$ cat config.mk
export PLATFORM = sky130hd
export DESIGN_NAME = spi_pm_device_flat
export DESIGN_NICKNAME = d
export VERILOG_FILES = /design/src/spi_pm_pkg.sv /design/src/spi_link_if.sv /design/src/link_sync.sv /design/src/spi_pm_device.sv /design/src/flat_wrapper.sv
export SDC_FILE = /design/constraint.sdc
export NUM_CORES = 1
export LEC_CHECK = 0
export ABC_AREA = 1
export BUFFER_PORTS_ARGS = -buffer_cell sky130_fd_sc_hd__buf_2
export CAP_MARGIN = 20
export CORE_UTILIZATION = 62
export CTS_CLUSTER_SIZE = 24
export DETAILED_ROUTE_END_ITERATION = 6
export PLACE_DENSITY_LB_ADDON = 0.08
export SLEW_MARGIN = 20
export SYNTH_ARGS = -nofsm -noshare
export SYNTH_HDL_FRONTEND = slang
export SYNTH_SLANG_ARGS = --single-unit
$ cat constraint.sdc
create_clock -name clk -period 7.45 [get_ports clk]
set_input_delay 1.1175 -clock clk [delete_from_list [all_inputs] [get_ports clk]]
set_output_delay 1.1175 -clock clk [all_outputs]
set_load 0.03 [all_outputs]
$ cat src/spi_pm_pkg.sv
package spi_pm_pkg;

  localparam int          CLK_HZ         = 40_000_000;
  localparam int          ADDR_W         = 12;
  localparam int          MODE_W         = 4;
  localparam int          FRAME_BITS     = 48;
  // first address byte whose bits 6:0 are at or above this opens the long form
  localparam logic [6:0]  SHORT_LIMIT    = 7'h70;
  localparam logic [2:0]  LONG_PREFIX    = 3'h7;
  localparam logic [11:0] PWR_REG_ADDR   = 12'h002;
  localparam logic [7:0]  PWR_REG_RESET  = 8'h60;
  localparam int          WAKE_CYCLES_DEF = 64;

  // power_state_select codes
  localparam logic [3:0] PM_RETENTION   = 4'h0;
  localparam logic [3:0] PM_FULL_OFF    = 4'h1;
  localparam logic [3:0] PM_STANDBY     = 4'h5;
  localparam logic [3:0] PM_BUFFER      = 4'h6;
  localparam logic [3:0] PM_SYNTH_RX    = 4'h8;
  localparam logic [3:0] PM_ACTIVE_RX   = 4'h9;
  localparam logic [3:0] PM_WOR_SLEEP   = 4'hB;
  localparam logic [3:0] PM_SYNTH_TX    = 4'hC;
  localparam logic [3:0] PM_ACTIVE_TX   = 4'hD;
  localparam int         LPO_HZ         = 640;

  // timing
  localparam int XTAL_SETTLE_MS   = 3;
  localparam int XTAL_SETTLE_CYC  = XTAL_SETTLE_MS * (CLK_HZ / 1000);
  localparam int SYNTH_SETTLE_CYC = 4000;
  localparam int HALF_DIV_DEF     = 8;

  // host register map (APB byte offsets)
  localparam logic [7:0] HOST_CTRL   = 8'h00;
  localparam logic [7:0] HOST_WDATA  = 8'h04;
  localparam logic [7:0] HOST_STATUS = 8'h08;
  localparam logic [7:0] HOST_RDATA  = 8'h0C;
  localparam int CTRL_WRITE   = 12;
  localparam int CTRL_LONG    = 13;
  localparam int CTRL_LEN_LSB = 14;
  localparam int CTRL_START   = 16;
  localparam int CTRL_WAKE    = 17;
  localparam int STAT_BUSY    = 0;
  localparam int STAT_MISO    = 1;
  localparam int STAT_REFUSED = 2;
  localparam int STAT_CELLS   = 16;

  typedef struct packed {
    logic xoOn;
    logic refOn;
    logic synthOn;
    logic synth_warm_transmit;
    logic rxOn;
    logic txOn;
    logic bufAccess;
    logic bufClear;
    logic lpoOn;
    logic coreOn;
  } power_en_t;

endpackage : spi_pm_pkg

$ cat src/spi_link_if.sv
interface spi_link_if;
  logic sclk;
  logic csN;
  logic mosi;
  logic miso;
  logic misoOe;
  logic misoLine;

  // pull-up while the device leaves the line free
  assign misoLine = misoOe ? miso : 1'b1;

  modport device (input sclk, input csN, input mosi, output miso, output misoOe);
  modport host   (output sclk, output csN, output mosi, input misoLine);
endinterface : spi_link_if

$ cat src/link_sync.sv
module link_sync #(
  parameter int           W       = 1,
  parameter logic [W-1:0] RST_VAL = '0
)(
  // clock and reset
  input  wire logic         clk,
  input  wire logic         sys_rst,
  // pins in, synchronised out
  input  wire logic [W-1:0] din,
  output logic      [W-1:0] dout
);

  logic [W-1:0] stage_q;

  always_ff @(posedge clk or posedge sys_rst)
  begin
    if (sys_rst)
    begin
      stage_q <= RST_VAL;
      dout    <= RST_VAL;
    end
    else
    begin
      stage_q <= din;
      dout    <= stage_q;
    end
  end

endmodule : link_sync

$ cat src/spi_pm_device.sv
// Notes on behaviour
// - four-wire register link works in every state but full off and waking
// - selected: commands in on mosi, data out
// - address byte with flag, then data bytes
// - flag zero reads, flag one writes
// - addresses below 0x70 use short form
// - address increments after each data byte
// - status bits shift out during address byte
// - cell zero high, low while waking
// - cells one to seven: lock, buffer flags
// - cells eight to fifteen in long form
// - retention sleep keeps registers, cores off
// - retention waits for empty buffer, clears it
// - full off loses all registers
// - select wakes; miso low until ready
// - standby: oscillator on, buffer cleared, waits
// - buffer mode: reference on, buffer kept
// - receive synth warm and active codes
// - wake-on-radio sleep keeps low-power oscillator
// - transmit synth warm and active codes
// - host waits for synth before transmit
// - host session: standby, settle, active, sleep
module spi_pm_device #(
  parameter int REG_COUNT   = 16,
  parameter int WAKE_CYCLES = spi_pm_pkg::WAKE_CYCLES_DEF
)(
  // clock and reset
  input  wire logic                        clk,
  input  wire logic                        sys_rst,
  // serial link
  spi_link_if.device                       link,
  // radio side
  input  wire logic [1:15]                 radioStatus,
  input  wire logic                        bufEmpty,
  output logic [spi_pm_pkg::MODE_W-1:0]    appliedMode,
  output spi_pm_pkg::power_en_t            powerEn
);
  import spi_pm_pkg::*;

  localparam int               IDX_W   = $clog2(REG_COUNT);
  localparam logic [IDX_W-1:0] PWR_IDX = IDX_W'(PWR_REG_ADDR);

  typedef enum logic [1:0] {PH_ADDR, PH_ADDR2, PH_DATA} phase_t;
  typedef enum logic [1:0] {PW_ON, PW_OFF, PW_WAKE} power_t;

  logic [2:0]        lineSync;
  logic              sclkSync;
  logic              csNSync;
  logic              mosiSync;
  logic              sclkPrev_q;
  logic              csNPrev_q;
  logic              rise;
  logic              fall;
  logic              selected;
  logic              csFall;
  logic              frameOk;
  logic              byteDone;
  logic              wrEn;
  logic              inRange;
  logic [7:0]        inByte;
  logic [7:0]        readData;
  logic [0:15]       cells;
  logic [MODE_W-1:0] requested;

  phase_t            phase_q;
  power_t            powerState_q;
  logic [2:0]        bitCnt_q;
  logic              rdFlag_q;
  logic [ADDR_W-1:0] addr_q;
  logic [6:0]        inShift_q;
  logic [6:0]        outShift_q;
  logic              miso_q;
  logic              misoOe_q;
  logic              wakeFrame_q;
  logic [15:0]       wakeCnt_q;
  logic [MODE_W-1:0] appliedMode_q;
  power_en_t         powerEn_q;
  logic [7:0]        regFile_q [REG_COUNT];

  // pins come from the host's clock domain
  link_sync #(
    .W       (3),
    .RST_VAL (3'h2)
  ) u_sync (
    .clk     (clk),
    .sys_rst (sys_rst),
    .din     ({link.sclk, link.csN, link.mosi}),
    .dout    (lineSync)
  );

  assign {sclkSync, csNSync, mosiSync} = lineSync;
  assign selected = ~csNSync;
  assign rise     = sclkSync & ~sclkPrev_q;
  assign fall     = ~sclkSync & sclkPrev_q;
  assign csFall   = selected & csNPrev_q;
  // frames count in every power state except off and waking
  assign frameOk  = selected & (powerState_q == PW_ON) & ~wakeFrame_q;
  assign inByte   = {inShift_q, mosiSync};
  assign byteDone = frameOk & rise & (bitCnt_q == 3'h7);
  assign wrEn     = byteDone & (phase_q == PH_DATA) & ~rdFlag_q;
  assign inRange  = addr_q < ADDR_W'(REG_COUNT);
  assign readData = inRange ? regFile_q[addr_q[IDX_W-1:0]] : 8'h00;
  assign cells    = {powerState_q == PW_ON, radioStatus};
  assign requested = regFile_q[PWR_IDX][MODE_W-1:0];
  assign link.miso   = miso_q;
  assign link.misoOe = misoOe_q;
  assign appliedMode = appliedMode_q;
  assign powerEn     = powerEn_q;

  always_ff @(posedge clk or posedge sys_rst)
  begin
    if (sys_rst)
    begin
      sclkPrev_q <= 1'b0;
      csNPrev_q  <= 1'b1;
    end
    else
    begin
      sclkPrev_q <= sclkSync;
      csNPrev_q  <= csNSync;
    end
  end

  // frame decode: address byte, optional second address byte, data
  always_ff @(posedge clk or posedge sys_rst)
  begin
    if (sys_rst)
    begin
      phase_q   <= PH_ADDR;
      bitCnt_q  <= 3'h0;
      rdFlag_q  <= 1'b0;
      addr_q    <= '0;
      inShift_q <= 7'h00;
    end
    else if (!frameOk)
    begin
      phase_q  <= PH_ADDR;
      bitCnt_q <= 3'h0;
    end
    else if (rise)
    begin
      inShift_q <= inByte[6:0];
      bitCnt_q  <= bitCnt_q + 3'h1;
      if (bitCnt_q == 3'h7)
      begin
        unique case (phase_q)
          PH_ADDR:
          begin
            rdFlag_q <= ~inByte[7];
            if (inByte[6:0] >= SHORT_LIMIT)
            begin
              phase_q <= PH_ADDR2;
              addr_q  <= {inByte[3:0], 8'h00};
            end
            else
            begin
              phase_q <= PH_DATA;
              addr_q  <= {5'h00, inByte[6:0]};
            end
          end
          PH_ADDR2:
          begin
            phase_q <= PH_DATA;
            addr_q  <= {addr_q[11:8], inByte};
          end
          PH_DATA:
          begin
            addr_q <= addr_q + ADDR_W'(1);
          end
        endcase
      end
    end
  end

  // miso: status during address bytes, then register data on reads and zeros on writes
  always_ff @(posedge clk or posedge sys_rst)
  begin
    if (sys_rst)
    begin
      miso_q      <= 1'b0;
      misoOe_q    <= 1'b0;
      outShift_q  <= 7'h00;
      wakeFrame_q <= 1'b0;
    end
    else
    begin
      misoOe_q <= selected;
      if (!selected)
      begin
        wakeFrame_q <= 1'b0;
      end
      else if (csFall && powerState_q == PW_OFF)
      begin
        wakeFrame_q <= 1'b1;
      end
      if (wakeFrame_q || powerState_q != PW_ON)
      begin
        miso_q <= (powerState_q == PW_ON) & wakeFrame_q;
      end
      else if (csFall)
      begin
        miso_q     <= cells[0];
        outShift_q <= cells[1:7];
      end
      else if (frameOk && fall && bitCnt_q == 3'h0)
      begin
        if (phase_q == PH_ADDR2)
        begin
          miso_q     <= cells[8];
          outShift_q <= cells[9:15];
        end
        else
        begin
          miso_q     <= rdFlag_q & readData[7];
          outShift_q <= rdFlag_q ? readData[6:0] : 7'h00;
        end
      end
      else if (frameOk && fall)
      begin
        miso_q     <= outShift_q[6];
        outShift_q <= {outShift_q[5:0], 1'b0};
      end
    end
  end

  // register file; contents survive every state but full off
  always_ff @(posedge clk or posedge sys_rst)
  begin
    if (sys_rst)
    begin
      for (int i = 0; i < REG_COUNT; i++)
      begin
        regFile_q[i] <= (i == int'(PWR_IDX)) ? PWR_REG_RESET : 8'h00;
      end
    end
    else if (powerState_q != PW_ON)
    begin
      for (int i = 0; i < REG_COUNT; i++)
      begin
        regFile_q[i] <= (i == int'(PWR_IDX)) ? PWR_REG_RESET : 8'h00;
      end
    end
    else if (wrEn && inRange)
    begin
      regFile_q[addr_q[IDX_W-1:0]] <= inByte;
    end
  end

  // power sequencing; retention, standby and wor sleep codes hold off until the buffer drains
  always_ff @(posedge clk or posedge sys_rst)
  begin
    if (sys_rst)
    begin
      powerState_q  <= PW_ON;
      appliedMode_q <= PWR_REG_RESET[MODE_W-1:0];
      wakeCnt_q     <= 16'h0000;
    end
    else
    begin
      unique case (powerState_q)
        PW_ON:
        begin
          if (requested == PM_FULL_OFF)
          begin
            powerState_q  <= PW_OFF;
            appliedMode_q <= PM_FULL_OFF;
          end
          else if (!bufEmpty && (requested == PM_RETENTION
                   || requested == PM_STANDBY || requested == PM_WOR_SLEEP))
          begin
            appliedMode_q <= appliedMode_q;
          end
          else
          begin
            appliedMode_q <= requested;
          end
        end
        PW_OFF:
        begin
          if (csFall)
          begin
            powerState_q <= PW_WAKE;
            wakeCnt_q    <= 16'(WAKE_CYCLES - 1);
          end
        end
        PW_WAKE:
        begin
          if (wakeCnt_q == 16'h0000)
          begin
            powerState_q  <= PW_ON;
            appliedMode_q <= PWR_REG_RESET[MODE_W-1:0];
          end
          else
          begin
            wakeCnt_q <= wakeCnt_q - 16'h0001;
          end
        end
      endcase
    end
  end

  // supply and block enables per applied mode
  always_ff @(posedge clk or posedge sys_rst)
  begin
    if (sys_rst)
    begin
      powerEn_q <= '0;
    end
    else
    begin
      powerEn_q        <= '0;
      powerEn_q.coreOn <= 1'b1;
      unique case (appliedMode_q)
        PM_RETENTION:
        begin
          powerEn_q.coreOn   <= 1'b0;
          powerEn_q.bufClear <= 1'b1;
        end
        PM_FULL_OFF:
        begin
          powerEn_q.coreOn   <= 1'b0;
          powerEn_q.bufClear <= 1'b1;
        end
        PM_STANDBY:
        begin
          powerEn_q.xoOn     <= 1'b1;
          powerEn_q.refOn    <= 1'b1;
          powerEn_q.bufClear <= 1'b1;
        end
        PM_BUFFER:
        begin
          powerEn_q.refOn     <= 1'b1;
          powerEn_q.bufAccess <= 1'b1;
        end
        PM_SYNTH_RX, PM_ACTIVE_RX, PM_SYNTH_TX, PM_ACTIVE_TX:
        begin
          powerEn_q.xoOn      <= 1'b1;
          powerEn_q.refOn     <= 1'b1;
          powerEn_q.synthOn   <= 1'b1;
          powerEn_q.bufAccess <= 1'b1;
          powerEn_q.synth_warm_transmit   <= appliedMode_q[2];
          powerEn_q.rxOn      <= appliedMode_q == PM_ACTIVE_RX;
          powerEn_q.txOn      <= appliedMode_q == PM_ACTIVE_TX;
        end
        PM_WOR_SLEEP:
        begin
          powerEn_q.coreOn   <= 1'b0;
          powerEn_q.bufClear <= 1'b1;
          powerEn_q.lpoOn    <= 1'b1;
        end
        default:
        begin
          powerEn_q.coreOn <= 1'b1;
        end
      endcase
    end
  end

endmodule : spi_pm_device

$ cat src/flat_wrapper.sv
// flat-port wrapper written by rule: the top's interface ports become plain ports
module spi_pm_device_flat import spi_pm_pkg::*;
#(
  parameter int REG_COUNT   = 16,
  parameter int WAKE_CYCLES = spi_pm_pkg::WAKE_CYCLES_DEF
)
  (clk, sys_rst, radioStatus, bufEmpty, appliedMode, powerEn, link_sclk, link_csN, link_mosi, link_miso, link_misoOe);
  spi_link_if link_i ();
  input  wire logic clk;
  input  wire logic sys_rst;
  input  wire logic [1:15] radioStatus;
  input  wire logic bufEmpty;
  output logic [spi_pm_pkg::MODE_W-1:0] appliedMode;
  output spi_pm_pkg::power_en_t powerEn;
  input wire logic [$bits(link_i.sclk)-1:0] link_sclk;
  input wire logic [$bits(link_i.csN)-1:0] link_csN;
  input wire logic [$bits(link_i.mosi)-1:0] link_mosi;
  output wire logic [$bits(link_i.miso)-1:0] link_miso;
  output wire logic [$bits(link_i.misoOe)-1:0] link_misoOe;
  assign link_i.sclk = link_sclk;
  assign link_i.csN = link_csN;
  assign link_i.mosi = link_mosi;
  assign link_miso = link_i.miso;
  assign link_misoOe = link_i.misoOe;
  spi_pm_device #(.REG_COUNT(REG_COUNT), .WAKE_CYCLES(WAKE_CYCLES)) u_core (.clk(clk), .sys_rst(sys_rst), .link(link_i), .radioStatus(radioStatus), .bufEmpty(bufEmpty), .appliedMode(appliedMode), .powerEn(powerEn));
endmodule
## After elaboration in Yosys (flattened, before gate mapping)

Cells that the tools add are included.

| cells by class | value |
|---|---|
| bitwise logic cells | 20 |
| magnitude comparators | 4 |
| reduce and logical (&&, ||, !) cells | 38 |
| $add $sub $neg | 3 |
| eq/ne operators | 24 |
| muxes and demuxes | 48 |

Operators with widths:

| cell | count |
|---|---|
| 2-to-1 mux 128 bit | 2 |
| bitwise mux 128 bit | 1 |
| case mux 12 bit (3 select lines) | 1 |
| 2-to-1 mux 7 bit | 5 |
| binary-select mux 8 bit (select 4 bit) | 1 |
| demux 8 bit (select 4 bit) | 1 |
| 2-to-1 mux 16 bit | 2 |
| 2-to-1 mux 8 bit | 4 |
| case mux 16 bit (2 select lines) | 1 |
| equality test 4 bit, second input constant | 6 |
| logical NOT 16 bit | 1 |
| 2-to-1 mux 4 bit | 4 |
| subtractor 16 x 1 -> 16 bit, second input constant | 1 |
| AND reduction 3 bit | 5 |
| 2-to-1 mux 2 bit | 7 |
| 2-to-1 mux 1 bit | 13 |
| adder 12 x 1 -> 12 bit, second input constant | 1 |
| equality test 4 x 3 -> 1 bit, second input constant | 3 |
| < comparator 12 x 5 -> 1 bit, second input constant | 1 |
| 2-to-1 mux 12 bit | 1 |
| bitwise AND 1 bit | 11 |
| nonzero test 2 bit | 5 |
| OR reduction 5 bit | 2 |
| equality test 4 x 1 -> 1 bit, second input constant | 2 |
| 29 further kinds | 56 |

| storage, ports and cells | value |
|---|---|
| bits of input ports | 21 |
| logic and storage cells | 180 |
| register bits after elaboration | 203 |

## Longest topological paths before layout

| depth | value |
|---|---|
| depth after elaboration | 10 |
| mapped depth | 16 |
| depth with buffers taken out | 14 |

## Modules after synthesis

From an unflattened synthesis, not the netlist that was laid out.

| second synthesis, totals | value |
|---|---|
| cell total of the unflattened synthesis | 1430 |
| area total of the unflattened synthesis | 10538.9 sq um |

By module, submodules not included:

| module | times used | cells an instance | area an instance (sq um) | seq. area each (sq um) |
|---|---|---|---|---|
| spi_pm_device | 1 | 1423 | 10382.5 | 4933.5 |
| link_sync | 1 | 7 | 156.4 | 152.6 |

## Worst setup path before layout

No wires, ideal clock.

| timing path | value |
|---|---|
| kind | register -> register |
| start point | register u_core.powerState_q[0] |
| end point | register u_core.regFile_q[127] (netlist bit) |
| clock period less this slack | 2.136 ns |
| arrival time | 2.005 ns |
| stages on the path, launching flop included | 17 |
| setup time | 0.132 ns |
| path buffers | 3 |
| slack | 5.314 ns |
| cells stage by stage | dfrtp_1 -> inv_1 -> ha_1 -> buf_4 -> inv_2 -> nor2_4 -> nand2_2 -> clkinv_2 -> nand2_4 -> nor2_4 -> inv_2 -> nor2_8 -> buf_12 -> nand3_4 -> buf_6 -> nand3_1 -> o21ai_0 |

| on the way | value |
|---|---|
| longest elaborated chain between the ends | 9 |

Ends and longest elaborated chain:

| element | RTL line | text |
|---|---|---|
| start: declaration | spi_pm_device.sv:66 | `power_t powerState_q;` |
| start signal: assignment | spi_pm_device.sv:254 | `powerState_q <= PW_ON;` |
| start signal: assignment | spi_pm_device.sv:265 | `powerState_q <= PW_OFF;` |
| start signal: assignment | spi_pm_device.sv:282 | `powerState_q <= PW_WAKE;` |
| logical NOT 2 bit | spi_pm_device.sv:97 | `assign frameOk = selected & (powerState_q == PW_ON) & ~wakeFrame_q;` |
| bitwise AND 1 bit (2 in series) | spi_pm_device.sv:97 |  |
| bitwise AND 1 bit (2 in series) | spi_pm_device.sv:99 | `assign byteDone = frameOk & rise & (bitCnt_q == 3'h7);` |
| bitwise AND 1 bit (2 in series) | spi_pm_device.sv:100 | `assign wrEn = byteDone & (phase_q == PH_DATA) & ~rdFlag_q;` |
| logical AND 1 bit | spi_pm_device.sv:243 | `else if (wrEn && inRange)` |
| nonzero test 2 bit (no source line) | n/a |  |
| end signal: indexed assignment | spi_pm_device.sv:233 | `regFile_q[i] <= (i == int'(PWR_IDX)) ? PWR_REG_RESET : 8'h00;` |
| end signal: indexed assignment | spi_pm_device.sv:240 | `regFile_q[i] <= (i == int'(PWR_IDX)) ? PWR_REG_RESET : 8'h00;` |
| end signal: indexed assignment | spi_pm_device.sv:245 | `regFile_q[addr_q[IDX_W-1:0]] <= inByte;` |
| end: declaration | spi_pm_device.sv:78 | `logic [7:0] regFile_q [REG_COUNT];` |

Several ways; a longest one is shown, not always the timed one.
A chain may end at the register's enable or synchronous reset.

## Final worst setup path

| timing path | value |
|---|---|
| start point | register u_core.powerState_q[0] |
| end point | register u_core.regFile_q[54] (netlist bit) |

Same word-level chain as after synthesis.

==> run metrics <==
DRT iter0 DRCs=885; RR Startpoint=u_core.powerState_q[0]; crit path cell chain=inv_1, ha_4, inv_2, nor2_4, nand2_2, clkinv_2, nand2_4, nor2_4, inv_2, nor2_8, nand3_1, nand3_1, o21ai_0; CP Buf/Inv Count=4; Starting Density=64.4%; post-synthesis cell count=around 1300; post-CTS sizing=0; Layout Cells excl Fill=1520; Root Buffer=clkbuf_16; DR vias=between 8000 and 9000; status=finished, final reports clean; count of state elements after synthesis=203; gpl congestion=0.933; RSZ-0062 raised after global routing=false; row count=between 40 and 50; CTS Buf Count=22; Data required, critical path=7.80 ns; commonest non-fill, non-tap cell in the layout=nand2_1; GRT busiest layer=met2; Synth cell types=42; Hold Vio Cnt, Final=0; reg-to-reg endpoint=u_core.regFile_q[54]; Core Area=16100 um^2; Clk network pwr share=46.1%; CTS tree=built; Least-Margin Pin Slew=1.03 ns; GRT Total Usage=between 30 and 40%; WP data arrival=between 4 and 5 ns; CP max stage cell=ha_4; number of flops mapped to enable cells by yosys=0; CP max FO=70; die area=between 15000 and 20000 um^2; cell family with most CP delay=simple AND/OR/NAND/NOR gates; met3 Track Usage GR=~5%; Layout Nets=1324; Post-DRT Antenna Nets=0; Int Pwr=0.00181 W; Crit Path Category=flop to flop; post-CTS setup buffer count=0; H-tree depth=1; Routed WL=25400 um; layout cells sized above 1=8.74%; clock sinks=203; first-pass GRT wire length=42400 um; number of diodes=0; Final Critical Period=between 3 and 4 ns; sequential share of power=about 48%; Final WS setup=3.71 ns; Worst R2R Path Depth=13; Critical Path Start=u_core.powerState_q[0]; P&R area growth vs syn=8.45%; Final Max Tran Viols=0; DPL Wire Length=16000 um; largest net degree at the start of global routing=148; dominant synthesized flop cell=dfrtp_1; HP Class=flop to flop; Netlist Area Pre-Place=10300 um^2; Die Width=131 um; residual DRC count=0; GR Util met1=42.5%; dpl ws=3.74 ns; hold_buf cts=0; most frequent cells in the layout=nand2_1, nand3_1, dfrtp_1; worst IR drop on VDD=269 uV; Placed Cells=1480; Mapped Nets=1333; Mapped Avg Cell Area=7.97 um^2; overall power=0.00238 W; portion of total power attributed to combinational logic=6.0%; die span in y=131 um; crit path capture=u_core.regFile_q[54]; Slew HR=between 30 and 40%; routed len/inst=between 15 and 20 um; Worst-Skew Late Latency=0.50 ns; Reg2Reg Setup Slack=3.71 ns; Async S/R FF share, synth=100%; register area share after synthesis=49.2%; Net Sw Frac=24.2%; Final setup viols=0; port bufs=36; Psw=roughly 0.00058 W; top-level I/O count=37; Hold Crit Depth=0; Static Leak=5.21 nW; first-pass iteration count of the detailed router=6; final critical-path share of the clock period=50.2%; Filler cells=1322; YS warnings=0; startpoint types=flop; CP Capture Type=flop; Clock Skews=0.0137 ns; pwr/cell area=roughly 210 nW/um^2; maximum clock frequency=0.268 GHz; Max Cap Viol=0; vias in the first global route=8375; vias per std cell=~5.9; GRT met2 Usage=47.4%; setup TNS=0 ns; crit-path max cell delay=0.66 ns; initial antenna violation count=0; instance count on the critical path=13; Clock Tree Buf Depth=3; GRT Residual Overflow=0; CTS clock-pin slew for the worst setup and hold paths=approximately 0.06 ns
-- per-layer routing --
metal  share of wire, %  vias up
met2                 46      308
met5                  0        -
li1                   -     4318
met3                6.3       56
met1                 44     4273
met4                3.3        0
-- through the flow --
step	cell area, um^2	hold slack, ns	util (%)
finish	11200	0.346	69.8
CTS	11200	0.347	69.8
detailed placement	10500	0.335	65.2
global placement	10500	0.332	65.2
global route	11200	0.349	69.8
floorplan	10300	0.331	-
-- registers in the layout (all words and copies together) (netlist names) --
| name | count |
|---|---|
| u_core.regFile_q | 128 |
| u_core.wakeCnt_q | 16 |
| u_core.addr_q | 12 |
| u_core.powerEn | 10 |
| u_core.inShift_q | 7 |
| u_core.outShift_q | 7 |
| u_core.appliedMode | 4 |
| u_core.bitCnt_q | 3 |
| u_core.u_sync.dout | 3 |
| u_core.u_sync.stage_q | 3 |
| u_core.phase_q | 2 |
| u_core.powerState_q | 2 |
| u_core.csNPrev_q | 1 |
| u_core.link.miso | 1 |
| u_core.link.misoOe | 1 |
| u_core.rdFlag_q | 1 |
| u_core.sclkPrev_q | 1 |
| u_core.wakeFrame_q | 1 |
-- final cells by class --
class	count	area (um^2)	share of cell area [%]
clock buffer	35	711	6.34
inverter	81	315	2.81
sequential	203	5090	45.4
tap	216	270	2.41
clock inverter	5	32.5	0.290
multi-input combinational	939	4580	40.8
timing repair buffer	41	218	1.94
-- synthesized netlist by cell type (2+ instances only) --
| master | instances | share of area, % |
|---|---|---|
| a21oi_1 | 17 | 0.82 |
| a22oi_1 | 7 | 0.51 |
| a31oi_1 | 3 | 0.18 |
| buf_1 | 23 | 0.84 |
| buf_2 | 9 | 0.44 |
| buf_6 | 10 | 1.1 |
| clkbuf_1 | 30 | 1.1 |
| dfrtp_1 | 198 | 48 |
| dfstp_2 | 5 | 1.3 |
| ha_1 | 15 | 1.8 |
| inv_1 | 77 | 2.8 |
| inv_2 | 2 | 0.073 |
| nand2_1 | 351 | 13 |
| nand2_4 | 2 | 0.22 |
| nand3_1 | 236 | 11 |
| nand3_4 | 9 | 1.5 |
| nand3b_1 | 3 | 0.22 |
| nand4_1 | 11 | 0.67 |
| nor2_1 | 75 | 2.7 |
| nor2_4 | 2 | 0.22 |
| nor3_1 | 10 | 0.48 |
| nor3b_1 | 2 | 0.15 |
| o211ai_1 | 3 | 0.22 |
| o21ai_0 | 105 | 5.1 |
| o21ai_1 | 51 | 2.5 |
| o21bai_1 | 7 | 0.51 |
| o22ai_1 | 8 | 0.48 |
| o31ai_1 | 6 | 0.44 |
| or2_2 | 7 | 0.42 |
-- logic make-up after synthesis --
family,synth area share [%]
xor gates and xnor gates,0.0847
adders and majority gates,1.82
DFF,49.2
AOI/OAI and AO/OA,11.0
and+or+nand+nor,31.2
buffers and inverters,6.67
-- worst min path at each step --
stage	from	endpoint	slack, ns
2_1_floorplan	u_core.u_sync.stage_q[0]	u_core.u_sync.dout[0]	0.33
3_3_place_gp	u_core.u_sync.stage_q[0]	u_core.u_sync.dout[0]	0.33
3_5_place_dp	u_core.u_sync.stage_q[0]	u_core.u_sync.dout[0]	0.33
4_1_cts	u_core.u_sync.stage_q[0]	u_core.u_sync.dout[0]	0.35
5_1_grt	u_core.u_sync.stage_q[0]	u_core.u_sync.dout[0]	0.35
6_report	u_core.u_sync.stage_q[0]	u_core.u_sync.dout[0]	0.35
-- power groups by stage --
stage / registers, W / logic [W] / clock network, W
2_1_floorplan: 0.00116 / 0.0000910 / 0
3_3_place_gp: 0.00116 / 0.000141 / 0
3_5_place_dp: 0.00116 / 0.000143 / 0
4_1_cts: 0.00114 / 0.000144 / 0.00111
5_1_grt: 0.00114 / 0.000161 / 0.00114
6_report: 0.00114 / 0.000144 / 0.00110
No activity file was read; power rests on OpenSTA's default activity.
